[src/hdl/wmr_pkg.sv]
// Constants and types shared by the weather register bank
// Summary of operation
// - Humidity over 95% for an hour: latch readings, heat 5 minutes.
// - After a burst wait 15 minutes; still humid: latch, heat again.
// - Dry at the check: end cycle, need another full humid hour.
// - Refresh readings every 20 minutes while active, else every 2 seconds.
// - Status bit 0 shows the heater on.
// - Status bit 1 is 0 for the slow rate, 1 for fast.
// - Humid hour is timed whatever the coil; latching and heating only while the enable coil is 1; bit 2 mirrors the coil.
// - Answer only slave address 14.
// - Measurements read as input registers with function 04.
// - Coils are 0 after reset.
// - Input registers are 16 bits wide.
// - Register number minus 30001 is the input register address.
// - Coil number minus 1 is the coil address; heater coil at 0.
// - Fractions held as integers scaled by 10 or 100.
// - Register 13 holds the backup temperature, same encoding.
// - Primary temperature from humidity sensor, frozen between slow updates while active, refreshed every 2 seconds when idle.
package wmr_pkg;
   localparam int CLK_HZ = 10_000_000;
   localparam logic [7:0] SLAVE_ADDR = 8'h0E;
   localparam logic [7:0] FN_READ_INPUT = 8'h04;
   localparam logic [7:0] FN_WRITE_COIL = 8'h05;
   localparam logic [7:0] EX_FUNC = 8'h01;
   localparam logic [7:0] EX_ADDR = 8'h02;
   localparam logic [7:0] EX_VALUE = 8'h03;
   localparam logic [15:0] COIL_ON = 16'hFF00;
   localparam logic [15:0] COIL_OFF = 16'h0000;
   localparam logic [15:0] COIL_HEATER = 16'h0000;
   localparam logic [15:0] REG_ID = 16'h0000;
   localparam logic [15:0] REG_WIND_HEADING = 16'h0001;
   localparam logic [15:0] REG_WIND_SPEED_AVG = 16'h0002;
   localparam logic [15:0] REG_WIND_PEAK = 16'h0003;
   localparam logic [15:0] REG_PRIMARY_TEMP = 16'h0004;
   localparam logic [15:0] REG_RAIN_ONE_HOUR = 16'h0005;
   localparam logic [15:0] REG_RAIN_ONE_DAY = 16'h0006;
   localparam logic [15:0] REG_RAIN_TODAY = 16'h0007;
   localparam logic [15:0] REG_HUMIDITY = 16'h0008;
   localparam logic [15:0] REG_AIR_PRESSURE = 16'h0009;
   localparam logic [15:0] REG_LIGHT_LEVEL = 16'h000A;
   localparam logic [15:0] REG_SNOWFALL = 16'h000B;
   localparam logic [15:0] REG_RAIN_RAW = 16'h000C;
   localparam logic [15:0] REG_BACKUP_TEMP = 16'h000D;
   localparam logic [15:0] REG_STATUS = 16'h000E;
   localparam int ST_HEATER = 0;
   localparam int ST_FAST = 1;
   localparam int ST_ENABLE = 2;
   // Percent times 100
   localparam logic [15:0] HUM_LIMIT = 16'h251C;
   localparam int HUMID_S = 3600;
   localparam int BURST_S = 5 * 60;
   localparam int COOL_S = 15 * 60;
   localparam int SLOW_S = 20 * 60;
   localparam int FAST_S = 2;
   localparam logic [15:0] ID_VALUE = 16'h1234; // Value is arbitrary
   typedef enum logic [1:0] {WMR_IDLE, WMR_LATCH, WMR_BURST, WMR_COOL} wmr_state_t;
   typedef struct packed {
      wmr_state_t st;
      logic coil;
      logic heater;
      logic [31:0] pre;
      logic [11:0] secCnt;
      logic [11:0] humidCnt;
      logic [10:0] refCnt;
      logic [15:0] temp;
      logic [15:0] hum;
      logic rspValid;
      logic rspErr;
      logic [7:0] rspFunc;
      logic [15:0] rspData;
   } wmr_regs_t;
endpackage

[src/hdl/wmr_heater_regs.sv]
// Modbus input register bank, heater coil and heater sequencer
`timescale 1ns/1ps
`default_nettype none
module wmr_heater_regs #(
   parameter int CYCLES_PER_SEC = wmr_pkg::CLK_HZ,
   parameter logic [15:0] DEVICE_IDENTIFIER = wmr_pkg::ID_VALUE
) (
   input wire logic clk,
   input wire logic reset_n,
   input wire logic ce,
   // Decoded request frame from the RTU framer
   input wire logic reqValid,
   input wire logic [7:0] reqSlave,
   input wire logic [7:0] reqFunc,
   input wire logic [15:0] reqAddr,
   input wire logic [15:0] reqData,
   output logic rspValid,
   output logic rspErr,
   output logic [7:0] rspFunc,
   output logic [15:0] rspData,
   // Live readings from the sensor logic, already scaled
   input wire logic [15:0] sensorTemperature,
   input wire logic [15:0] sensorHumidity,
   input wire logic [15:0] backupTemperature,
   input wire logic [15:0] windHeading,
   input wire logic [15:0] windSpeedAvg,
   input wire logic [15:0] windPeak,
   input wire logic [15:0] rainOneHour,
   input wire logic [15:0] rainOneDay,
   input wire logic [15:0] airPressure,
   input wire logic [15:0] lightLevel,
   input wire logic [15:0] rainRawCount,
   output logic heaterOn
);

   // The prescaler cannot divide by less than one
   if (CYCLES_PER_SEC < 1) begin : gBadRate
      $error("CYCLES_PER_SEC must be at least 1");
   end

   localparam logic [31:0] PRE_LAST = 32'(CYCLES_PER_SEC - 1);
   localparam logic [11:0] HUMID_LAST = 12'(wmr_pkg::HUMID_S);
   localparam logic [11:0] BURST_LAST = 12'(wmr_pkg::BURST_S - 1);
   localparam logic [11:0] COOL_LAST = 12'(wmr_pkg::COOL_S - 1);
   localparam logic [10:0] SLOW_LAST = 11'(wmr_pkg::SLOW_S - 1);
   localparam logic [10:0] FAST_LAST = 11'(wmr_pkg::FAST_S - 1);

   wmr_pkg::wmr_regs_t r;
   wmr_pkg::wmr_regs_t next_r;
   logic secTick;
   logic humid;
   logic active;
   logic [15:0] statusWord;
   logic [15:0] readWord;
   logic readHit;

   ////////////////////////////////////////////////////////////////////////
   // Read map

   always_comb begin
      humid = sensorHumidity > wmr_pkg::HUM_LIMIT;
      active = r.st != wmr_pkg::WMR_IDLE;
      statusWord = 16'h0000;
      statusWord[wmr_pkg::ST_HEATER] = r.heater;
      statusWord[wmr_pkg::ST_FAST] = !active;
      statusWord[wmr_pkg::ST_ENABLE] = r.coil;
      readHit = 1'b1;
      readWord = 16'h0000;
      // Every word is 16 bits; readings are scaled upstream by 10 or 100
      unique case (reqAddr)
         wmr_pkg::REG_ID: begin
            readWord = DEVICE_IDENTIFIER;
         end
         wmr_pkg::REG_WIND_HEADING: begin
            readWord = windHeading;
         end
         wmr_pkg::REG_WIND_SPEED_AVG: begin
            readWord = windSpeedAvg;
         end
         wmr_pkg::REG_WIND_PEAK: begin
            readWord = windPeak;
         end
         wmr_pkg::REG_PRIMARY_TEMP: begin
            readWord = r.temp;
         end
         wmr_pkg::REG_RAIN_ONE_HOUR: begin
            readWord = rainOneHour;
         end
         wmr_pkg::REG_RAIN_ONE_DAY: begin
            readWord = rainOneDay;
         end
         wmr_pkg::REG_RAIN_TODAY: begin
            readWord = 16'h0000;
         end
         wmr_pkg::REG_HUMIDITY: begin
            readWord = r.hum;
         end
         wmr_pkg::REG_AIR_PRESSURE: begin
            readWord = airPressure;
         end
         wmr_pkg::REG_LIGHT_LEVEL: begin
            readWord = lightLevel;
         end
         wmr_pkg::REG_SNOWFALL: begin
            readWord = 16'h0000;
         end
         wmr_pkg::REG_RAIN_RAW: begin
            readWord = rainRawCount;
         end
         wmr_pkg::REG_BACKUP_TEMP: begin
            readWord = backupTemperature;
         end
         wmr_pkg::REG_STATUS: begin
            readWord = statusWord;
         end
         default: begin
            readHit = 1'b0;
         end
      endcase
   end

   ////////////////////////////////////////////////////////////////////////
   // Next state

   always_comb begin
      next_r = r;
      next_r.rspValid = 1'b0;
      secTick = r.pre == PRE_LAST;
      next_r.pre = secTick ? 32'h00000000 : r.pre + 32'h00000001;

      // Requests to other slaves pass silently, as on a shared line
      if (reqValid && reqSlave == wmr_pkg::SLAVE_ADDR) begin
         next_r.rspValid = 1'b1;
         next_r.rspFunc = reqFunc;
         next_r.rspErr = 1'b0;
         next_r.rspData = 16'h0000;
         if (reqFunc == wmr_pkg::FN_READ_INPUT) begin
            next_r.rspErr = !readHit;
            next_r.rspData = readHit ? readWord : {8'h00, wmr_pkg::EX_ADDR};
         end else if (reqFunc == wmr_pkg::FN_WRITE_COIL) begin
            if (reqAddr != wmr_pkg::COIL_HEATER) begin
               next_r.rspErr = 1'b1;
               next_r.rspData = {8'h00, wmr_pkg::EX_ADDR};
            end else if (reqData == wmr_pkg::COIL_ON) begin
               next_r.coil = 1'b1;
               next_r.rspData = reqData;
            end else if (reqData == wmr_pkg::COIL_OFF) begin
               next_r.coil = 1'b0;
               next_r.rspData = reqData;
            end else begin
               next_r.rspErr = 1'b1;
               next_r.rspData = {8'h00, wmr_pkg::EX_VALUE};
            end
         end else begin
            next_r.rspErr = 1'b1;
            next_r.rspData = {8'h00, wmr_pkg::EX_FUNC};
         end
      end

      // Reading refresh at the rate the sequencer allows
      if (secTick) begin
         if (r.refCnt >= (active ? SLOW_LAST : FAST_LAST)) begin
            next_r.refCnt = 11'h000;
            next_r.temp = sensorTemperature;
            next_r.hum = sensorHumidity;
         end else begin
            next_r.refCnt = r.refCnt + 11'h001;
         end
      end

      // Any break in high humidity restarts the hour
      if (!humid) begin
         next_r.humidCnt = 12'h000;
      end else if (secTick && r.humidCnt != HUMID_LAST) begin
         next_r.humidCnt = r.humidCnt + 12'h001;
      end

      unique case (r.st)
         wmr_pkg::WMR_IDLE: begin
            next_r.heater = 1'b0;
            next_r.secCnt = 12'h000;
            // Strictly over one hour: count saturates, then one more second
            if (r.coil && humid && secTick && r.humidCnt == HUMID_LAST) begin
               next_r.st = wmr_pkg::WMR_LATCH;
            end
         end
         wmr_pkg::WMR_LATCH: begin
            // Readings taken with the sensor at ambient, before heating
            next_r.temp = sensorTemperature;
            next_r.hum = sensorHumidity;
            next_r.refCnt = 11'h000;
            next_r.secCnt = 12'h000;
            next_r.heater = 1'b1;
            next_r.st = wmr_pkg::WMR_BURST;
         end
         wmr_pkg::WMR_BURST: begin
            if (secTick) begin
               next_r.secCnt = r.secCnt + 12'h001;
               if (r.secCnt == BURST_LAST) begin
                  next_r.heater = 1'b0;
                  next_r.secCnt = 12'h000;
                  next_r.st = wmr_pkg::WMR_COOL;
               end
            end
         end
         wmr_pkg::WMR_COOL: begin
            if (secTick) begin
               next_r.secCnt = r.secCnt + 12'h001;
               if (r.secCnt == COOL_LAST) begin
                  next_r.secCnt = 12'h000;
                  if (humid) begin
                     next_r.st = wmr_pkg::WMR_LATCH;
                  end else begin
                     next_r.st = wmr_pkg::WMR_IDLE;
                     next_r.humidCnt = 12'h000;
                  end
               end
            end
         end
      endcase

      // Dropping the coil stops heating at once
      if (!r.coil) begin
         next_r.st = wmr_pkg::WMR_IDLE;
         next_r.heater = 1'b0;
      end
   end

   ////////////////////////////////////////////////////////////////////////
   // State register

   always_ff @(posedge clk or negedge reset_n) begin
      if (!reset_n) begin
         r <= '0;
      end else if (ce) begin
         r <= next_r;
      end
   end

   assign rspValid = r.rspValid;
   assign rspErr = r.rspErr;
   assign rspFunc = r.rspFunc;
   assign rspData = r.rspData;
   assign heaterOn = r.heater;

endmodule
`default_nettype wire

[config.mk]
export PLATFORM = sky130hd
export DESIGN_NAME = wmr_heater_regs
export DESIGN_NICKNAME = d
export VERILOG_FILES = /design/src/hdl/wmr_pkg.sv /design/src/hdl/wmr_heater_regs.sv
export SDC_FILE = /design/constraint.sdc
export NUM_CORES = 1
export LEC_CHECK = 0
export BUFFER_PORTS_ARGS = -buffer_cell sky130_fd_sc_hd__buf_4
export CELL_PAD_IN_SITES_DETAIL_PLACEMENT = 2
export CELL_PAD_IN_SITES_GLOBAL_PLACEMENT = 2
export CORE_UTILIZATION = 28
export DETAILED_ROUTE_END_ITERATION = 16
export PLACE_DENSITY = 0.78
export SLEW_MARGIN = 20
export SYNTH_ARGS = -nofsm -noshare
export SYNTH_HDL_FRONTEND = slang
export SYNTH_SLANG_ARGS = --single-unit
[constraint.sdc]
create_clock -name clk -period 3 [get_ports clk]
set_input_delay 0.3 -clock clk [delete_from_list [all_inputs] [get_ports clk]]
set_output_delay 0.3 -clock clk [all_outputs]
set_load 0.005 [all_outputs]
* Word level (Yosys, flattened, before mapping)
Cells that the tools add are included.
** Word-level totals
- Register bits :: 129
- Bits in latches :: 0
- Memory bits (writable) :: 0
- ROM bits :: 0
- Output and inout port bits :: 27
- Memories :: 0
** Operators by class
- Add/sub/neg operators :: 4
- $mul :: 0
- Divide/modulo/power cells :: 0
- Order comparisons :: 2
- Equal/unequal tests :: 34
- Shift operators :: 0
- Muxes and demuxes :: 43
- Bitwise logic cells :: 2
- Reduce and logical (&&, ||, !) cells :: 24
** Operators by type and width (count)
- $pmux W16 S13 :: 1
- $eq A16 B4 Y1 const B :: 7
- $mux W16 :: 6
- $mux W43 :: 2
- $mux W12 :: 6
- $eq A16 B3 Y1 const B :: 4
- $mux W32 :: 2
- $mux W24 :: 2
- $pmux W12 S3 :: 1
- $add A32 B1 Y32 const B :: 1
- $eq A16 B2 Y1 const B :: 2
- $eq A32 B24 Y1 const B :: 1
- $logic_not A16 Y1 :: 2
- $mux W26 :: 1
- $add A12 B1 Y12 const B :: 2
- $mux W11 :: 2
- $eq A16 B1 Y1 const B :: 1
- $eq A16 B16 Y1 const B :: 1
- $eq A8 B3 Y1 const B :: 2
- $gt A16 B14 Y1 const B :: 1
- $reduce_bool A16 Y1 :: 1
- $ne A3 B3 Y1 const B :: 5
- $reduce_or A15 Y1 :: 1
- $eq A12 B10 Y1 const B :: 1
- 24 further kinds :: 54

* Logic depth before layout (Yosys ltp)
Gate-level depths: netlist of the first run.
- Depth after elaboration :: 8
- Depth in mapped cells :: 11
- Depth with buffers taken out :: 9

* Worst setup path before layout of the first run
Ideal clock, no wire load.
- Kind :: reg-to-reg
- From :: reg r[100] (netlist bit)
- To :: reg r[28] (netlist bit)
- Setup time :: 125 ps
- Data arrival time :: 2758 ps
- Required time :: 2875 ps
- Slack :: 117 ps
- Stages on the path, launching flop included :: 10
- Buffers on the path :: 3
- Period minus slack after synthesis :: 2883 ps
- Cells stage by stage :: dfrtp_1 -> or4_1 -> or4_1 -> buf_2 -> nor3_4 -> o21ai_2 -> or2_1 -> buf_6 -> buf_6 -> mux2_4
** On the way
- Word-level cells in the longest chain between the ends :: 3
** Ends and longest elaborated chain
- from (decl) :: RTL line wmr_heater_regs.sv:48 : wmr_pkg::wmr_regs_t r;
- from (signal assigned) :: RTL line wmr_heater_regs.sv:236 : r <= next_r;
- $eq A32 B24 Y1 :: RTL line wmr_heater_regs.sv:128 : secTick = r.pre == PRE_LAST;
- $reduce_bool A2 Y1 (no source line)
- $reduce_and A3 Y1 (no source line)
No other way between the ends.
A chain may end at the register's enable or synchronous reset.

* Final worst setup path of the first run
- From :: reg r[119] (netlist bit)
- To :: reg r[44] (netlist bit)
The elaborated chain is that of the path after synthesis.

==> metrics.md, run 1 <==
| Metric | Value |
|---|---|
| Data required time of the worst path | `3310 ps` |
| Slew Limit Fails | `0` |
| Post-CTS Resized | `0` |
| R2R Path Start | `r[119]$_DFFE_PN0P_` |
| Total CTS buffers | `17` |
| CP peak stage delay | `610 ps` |
| Largest cells by area after synthesis | `dfrtp_1 (40%), mux2_4 (5.6%), nand2_1 (3.8%)` |
| Minimum clock period after layout | `2860 ps` |
| Layout area overhead | `38.3%` |
| VDD IR-drop max | `368 uV` |
| CTS Sinks | `129` |
| Actual slew at the worst max-slew pin | `827 ps` |
| RR Endpoint | `r[44]$_DFFE_PN0P_` |
| Hold Startpoint | `reqFunc[1]` |
| Detail Placement HPWL | `27.8 mm` |
| FP Rows | `61` |
| Total track usage | `24.4%` |
| R2R depth | `7` |
| Worst Path Buf+Inv | `1` |
| Initial antenna violation count | `2` |
| WHS Endpoint | `rspFunc[1]$_DFFE_PN0P_` |
| Vias in the first global route | `8,826` |
| Total negative setup slack | `0 ps` |
| Placed cells | `1,457` |
| Async S/R FF share, synth | `100%` |
| Syn. warnings | `0` |
| Remaining global-route overflow | `0` |
| Post-synth top area cell | `dfrtp_1` |
| H-tree depth | `4` |
| FF+latch count, synth | `129` |
| Worst Hold Class | `in2reg` |
| Crit path max fanout | `32` |
| Syn Inst Count | `836` |
| First-pass GRT wire length | `52.9 mm` |
| RSZ-0062 raised after global routing | `true` |
| Flop pwr share | `41.0%` |
| Power Total | `4690 uW` |
| Post-synth EDFFs | `0` |
| Clock skew | `10.7 ps` |
| I/O Buffers | `254` |
| Clk buf depth | `2` |
| CTS tree | `built` |
| Pin count of the biggest net entering global routing | `67` |
| Comb pwr share | `14.0%` |
| Hold Vio Cnt, Final | `0` |
| Fin cells | `1,491` |
| Outcome | `finished clean` |
| MaxCap Viol Count | `0` |
| WL/cell | `23.9 um` |
| Initial Utilization | `28.7%` |
| Switching Share | `25.9%` |
| Syn_nets | `1,080` |
| Crit-path cells | `or4_1 > or4_1 > nor3_4 > o21ai_2 > or2_2 > buf_12 > mux2_4` |
| Kind of critical path | `reg2reg` |
| Crit path max-delay cell type | `or4_1` |
| Clock share of power | `45.0%` |
| Synth Area per Inst | `9.58 um2` |
| CP arrival | `3170 ps` |
| Post-DRT Antenna Nets | `0` |
| DIE AREA | `29,300 um2` |
| Seq/Total Area, Yosys | `40.3%` |
| DRC | `0` |
| Final setup fails | `0` |
| Drt first pass iters | `6` |
| Final wirelength | `35.6 mm` |
| Core footprint | `27,900 um2` |
| Psw | `1210 uW` |
| CTS clk-pin slew, worst paths | `60 ps` |
| Kind of cell adding the most delay to the critical path | `simple AND/OR/NAND/NOR gates` |
| DR vias/cell | `5.46` |
| Most frequent cell after synthesis | `dfrtp_1` |
| Crit end category | `register` |
| Commonest cells post-synth | `dfrtp_1 (129), nand2_1 (82), nor2_1 (47)` |
| Reg-to-reg setup timing slack | `140 ps` |
| Lkg Pwr | `0.00517 uW` |
| I/O pin total | `255` |
| Post-Synthesis Cell Area | `8010 um2` |
| Final worst path period share | `95.2%` |
| Via count | `8,135` |
| Hold depth | `3` |
| Synth unique cells | `73` |
| Ys flop type | `dfrtp_1` |
| Die Y | `171 um` |
| Fmax | `0.350 GHz` |
| Crit start category | `register` |
| Internal power | `3480 uW` |
| Synth top area share | `40.3%` |
| Share of post-route cells with drive strength above 1 | `35.2%` |
| Root Driver | `clkbuf_16` |
| Max-slew headroom | `44.5%` |
| Final net count | `1,343` |
| Die W | `171 um` |
| Top cell by count, worst path | `or4_1` |
| Drt first-iter violations | `644` |
| Worst-Skew Late Latency | `430 ps` |
| Pwr Density | `423 nW/um2` |
| GPL Wtd Cong | `0.905` |
-- sequential cells by signal, indices dropped and copies added (netlist names) --
register  cells
heaterOn      1
r           102
rspData      16
rspErr        1
rspFunc       8
rspValid      1
-- cells in the final DEF, fill, tap and decap left out, drive strengths merged, types with 5 or more instances in the layout --
master  Yosys  final
nand3      29     29
dfrtp     129    129
or4         8      8
a31oi      10     10
a221oi     12     12
or2         6      6
a22oi      24     24
o21ai      43     43
nand4      16     16
xnor2      18     18
nor2       47     47
nor3       23     23
buf        35    307
xor2       21     21
a22o       10     10
nor4       36     36
and2        6      6
clkbuf     29     20
o22a        5      5
a21oi      17     17
and4        6      6
ha         16     16
mux2       34     34
o31ai      11     11
a222oi     23     23
and3       30     30
nand2      82     82
or4b        5      5
nand2b     13     13
inv        23     25
mux2i       5      5
-- logic make-up after synthesis --
family	count (synthesis)	share of synthesized area, %
AO/OA/AOI/OAI	195	17.9
XOR/XNOR	39	4.26
adder cells (fa/ha/maj)	16	2.50
buffers and inverters	87	5.61
flip-flops	129	40.3
multiplexers	39	6.81
AND/OR/NAND/NOR	331	22.6
-- per-layer routing --
layer / wire length, um / track usage, % / vias up
met5: 0 / 0 / -
met4: 1400 / 11.2 / 0
met3: 1950 / 4.00 / 66
met2: 17900 / 44.1 / 288
met1: 14300 / 28.0 / 4079
li1: - / - / 3702
-- worst min-delay path, cell delays in order --
cell and delay, ps:
buf_4 80, nand2_1 40, nand2_1 50
-- power groups by stage --
stage / clock network (uW) / logic (uW) / registers [uW]
2_1_floorplan: 0 / 258 / 1920
3_3_place_gp: 0 / 636 / 1950
3_5_place_dp: 0 / 656 / 1950
4_1_cts: 2170 / 665 / 1920
5_1_grt: 2210 / 712 / 1940
6_report: 2110 / 658 / 1920
-- stage by stage --
step	cell area, um2	hold WS, ps	worst slack (ps)	util, %
CTS	11100	54.1	128	39.7
global route	11100	70.7	-6.54	39.7
detailed placement	10500	361	-251	37.5
floorplan	8010	4.41	117	-
finish	11100	71.3	143	39.7
global placement	10500	354	-206	37.5
-- timing repair --
| action | in CTS | in global routing |
|---|---|---|
| hold buffers | 1 | 0 |
| setup buffers | 0 | 0 |
| setup endpoints to repair | 0 | 1 |
| endpoints found under the hold margin | 64 | 0 |
-- worst max path at each step --
stage / from / to / cells after the start
after detailed placement: reqFunc[6] / rspData[4]$_DFFE_PN0P_ / 8
after global routing: r[119]$_DFFE_PN0P_ / r[87]$_DFFE_PN0P_ / 7
final: r[119]$_DFFE_PN0P_ / r[44]$_DFFE_PN0P_ / 7
after global placement: reqFunc[6] / rspData[4]$_DFFE_PN0P_ / 8
after CTS: r[119]$_DFFE_PN0P_ / r[91]$_DFFE_PN0P_ / 8
after floorplan: r[100]$_DFFE_PN0P_ / r[28]$_DFFE_PN0P_ / 9
-- final cells by class --
cell class	count	area, um2
fill	3072	16900
multi-input combinational	620	4360
sequential	129	3230
timing repair buffer	308	2340
tap	378	473
clock buffer	20	457
clock inverter	11	131
inverter	23	86.3
antenna	2	5.00
Power figures use the tool's default switching activity.
==> run 2, diff against run 1 <==
--- a/config.mk
+++ b/config.mk
@@ -9,8 +9,10 @@
 export CELL_PAD_IN_SITES_DETAIL_PLACEMENT = 2
 export CELL_PAD_IN_SITES_GLOBAL_PLACEMENT = 2
 export CORE_UTILIZATION = 28
+export CTS_CLUSTER_DIAMETER = 200
 export DETAILED_ROUTE_END_ITERATION = 16
-export PLACE_DENSITY = 0.78
+export PLACE_DENSITY_LB_ADDON = 0.3
+export RECOVER_POWER = 50
 export SLEW_MARGIN = 20
 export SYNTH_ARGS = -nofsm -noshare
 export SYNTH_HDL_FRONTEND = slang
==> metrics.md, run 2 (synthesized netlist as in run 1, its figures left out) <==
| Metric | Value |
|---|---|
| Crit start category | `register` |
| Worst setup margin | `129 ps` |
| Pre-CTS WS | `29.6 ps` |
| RR Endpoint | `r[34]$_DFFE_PN0P_` |
| Setup Fix Bufs, Post-CTS | `0` |
| Worst Hold Class | `in2reg` |
| DR vias/cell | `5.49` |
| Drt first pass iters | `6` |
| WL/cell | `23.9 um` |
| I/O pin total | `255` |
| Fin cells | `1,486` |
| WHS Endpoint | `rspFunc[2]$_DFFE_PN0P_` |
| Fillers | `3,115` |
| Data required time of the worst path | `3300 ps` |
| Lkg Pwr | `0.00507 uW` |
| R2R Path Start | `r[119]$_DFFE_PN0P_` |
| H-tree depth | `4` |
| CP arrival | `3170 ps` |
| Initial Utilization | `28.7%` |
| Crit path max fanout | `32` |
| Root Driver | `clkbuf_16` |
| CTS tree | `built` |
| Core footprint | `27,900 um2` |
| Minimum clock period after layout | `2870 ps` |
| DRC | `0` |
| VDD IR-drop max | `298 uV` |
| Clk buf depth | `2` |
| Vias in the first global route | `8,938` |
| Register area | `3230 um2` |
| Total track usage | `24.3%` |
| Crit end category | `register` |
| Worst-Skew Late Latency | `420 ps` |
| Most frequent cells in the layout | `buf_4 (271), dfrtp_1 (129), nand2_1 (82)` |
| Total CTS buffers | `17` |
| Die W | `171 um` |
| Hold depth | `3` |
| Outcome | `finished clean` |
| Kind of critical path | `reg2reg` |
| Max-slew headroom | `6.52%` |
| Fmax | `0.348 GHz` |
| Power Total | `4540 uW` |
| Layout area overhead | `36.9%` |
| I/O Buffers | `254` |
| Die Y | `171 um` |
| Final worst path period share | `95.7%` |
| Clock skew | `12.1 ps` |
| Detail Placement HPWL | `27.6 mm` |
| Hold Startpoint | `reqFunc[2]` |
| Share of post-route cells with drive strength above 1 | `33.7%` |
| Initial antenna violation count | `1` |
| Post-DRT Antenna Nets | `0` |
| Total negative setup slack | `0 ps` |
| Pin count of the biggest net entering global routing | `85` |
| Register with the most flip-flops | `r` |
| CTS Sinks | `129` |
| Final hold slack | `83.8 ps` |
| Final net count | `1,339` |
| DIE AREA | `29,300 um2` |
| Drt first-iter violations | `643` |
| RSZ-0062 raised after global routing | `false` |
| Actual slew at the worst max-slew pin | `1400 ps` |
| Remaining global-route overflow | `0` |
| Pwr Density | `414 nW/um2` |
| GPL Wtd Cong | `0.856` |
| FP Rows | `61` |
| Reg-to-reg setup timing slack | `130 ps` |
| Final setup fails | `0` |
| Area of the multi-input gates | `4380 um2` |
| MaxCap Viol Count | `0` |
| Via count | `8,160` |
| CTS clk-pin slew, worst paths | `60 ps` |
| Max reg flops | `102` |
| Slew Limit Fails | `0` |
| R2R depth | `7` |
| Hold Vio Cnt, Final | `0` |
| Placed cells | `1,453` |
| Most common cell after layout, fill and taps aside | `buf_4` |
| Final wirelength | `35.5 mm` |
| First-pass GRT wire length | `53.2 mm` |
-- run 2: cell types whose count changed in the layout (fill, tap and decap cells not counted), sizes merged --
cell	delta
bufinv	-1
clkinvlp	-1
diode	-1
inv	-2
clkinv	+3
buf	-34
clkbuf	+31
-- run 2: final cells by class --
cell class	count	share of cell area, %
multi-input cells	620	40.0
flip-flops and latches	129	29.4
clock inverters	10	0.799
clock buffers	21	4.20
diodes	1	0.0228
well taps	378	4.31
inverters	23	0.787
repair buffers	304	20.5
-- run 2: timing repair --
item,CTS,global route
endpoints found under the setup margin,1,45
hold buffers,1,0
gates cloned,0,0
endpoints found under the hold margin,45,0
resized for setup,1,2
-- run 2: worst max path at each step --
stage | from | to | depth (start not counted)
4_1_cts | r[119]$_DFFE_PN0P_ | r[89]$_DFFE_PN0P_ | 8
3_5_place_dp | r[123]$_DFFE_PN0P_ | r[34]$_DFFE_PN0P_ | 7
3_3_place_gp | r[123]$_DFFE_PN0P_ | r[47]$_DFFE_PN0P_ | 7
6_report | r[119]$_DFFE_PN0P_ | r[34]$_DFFE_PN0P_ | 7
5_1_grt | r[119]$_DFFE_PN0P_ | r[28]$_DFFE_PN0P_ | 7
2_1_floorplan | r[100]$_DFFE_PN0P_ | r[28]$_DFFE_PN0P_ | 9
-- run 2: critical path, cell delays in order, from the launching register on --
cell and delay (ps):
dfrtp_1 410, or4_1 520, or4_4 610, nor3_4 240, o21ai_2 90, or2_2 330
buf_12 200, mux2_4 330
-- run 2: stage by stage --
step | util (%) | instance area, um2
2_1_floorplan | - | 8010
3_3_place_gp | 37.4 | 10500
3_5_place_dp | 37.4 | 10500
4_1_cts | 39.4 | 11000
5_1_grt | 39.2 | 11000
6_report | 39.2 | 11000
-- run 2: power breakdown --
group / total [uW] / switching, uW / internal (uW)
clock: 1970 / 795 / 1170
combinational: 644 / 279 / 365
sequential: 1930 / 89.4 / 1840
total: 4540 / 1160 / 3380
-- run 2: layer usage --
| layer | vias to the layer above | wire (um) | global-route usage, % | part of all wire [%] |
|---|---|---|---|---|
| li1 | 3692 | - | - | - |
| met1 | 4162 | 14300 | 28.4 | 40 |
| met2 | 259 | 18500 | 44.8 | 52 |
| met3 | 47 | 1840 | 4.12 | 5.2 |
| met4 | 0 | 862 | 7.45 | 2.4 |
| met5 | - | 0 | 0 | 0 |
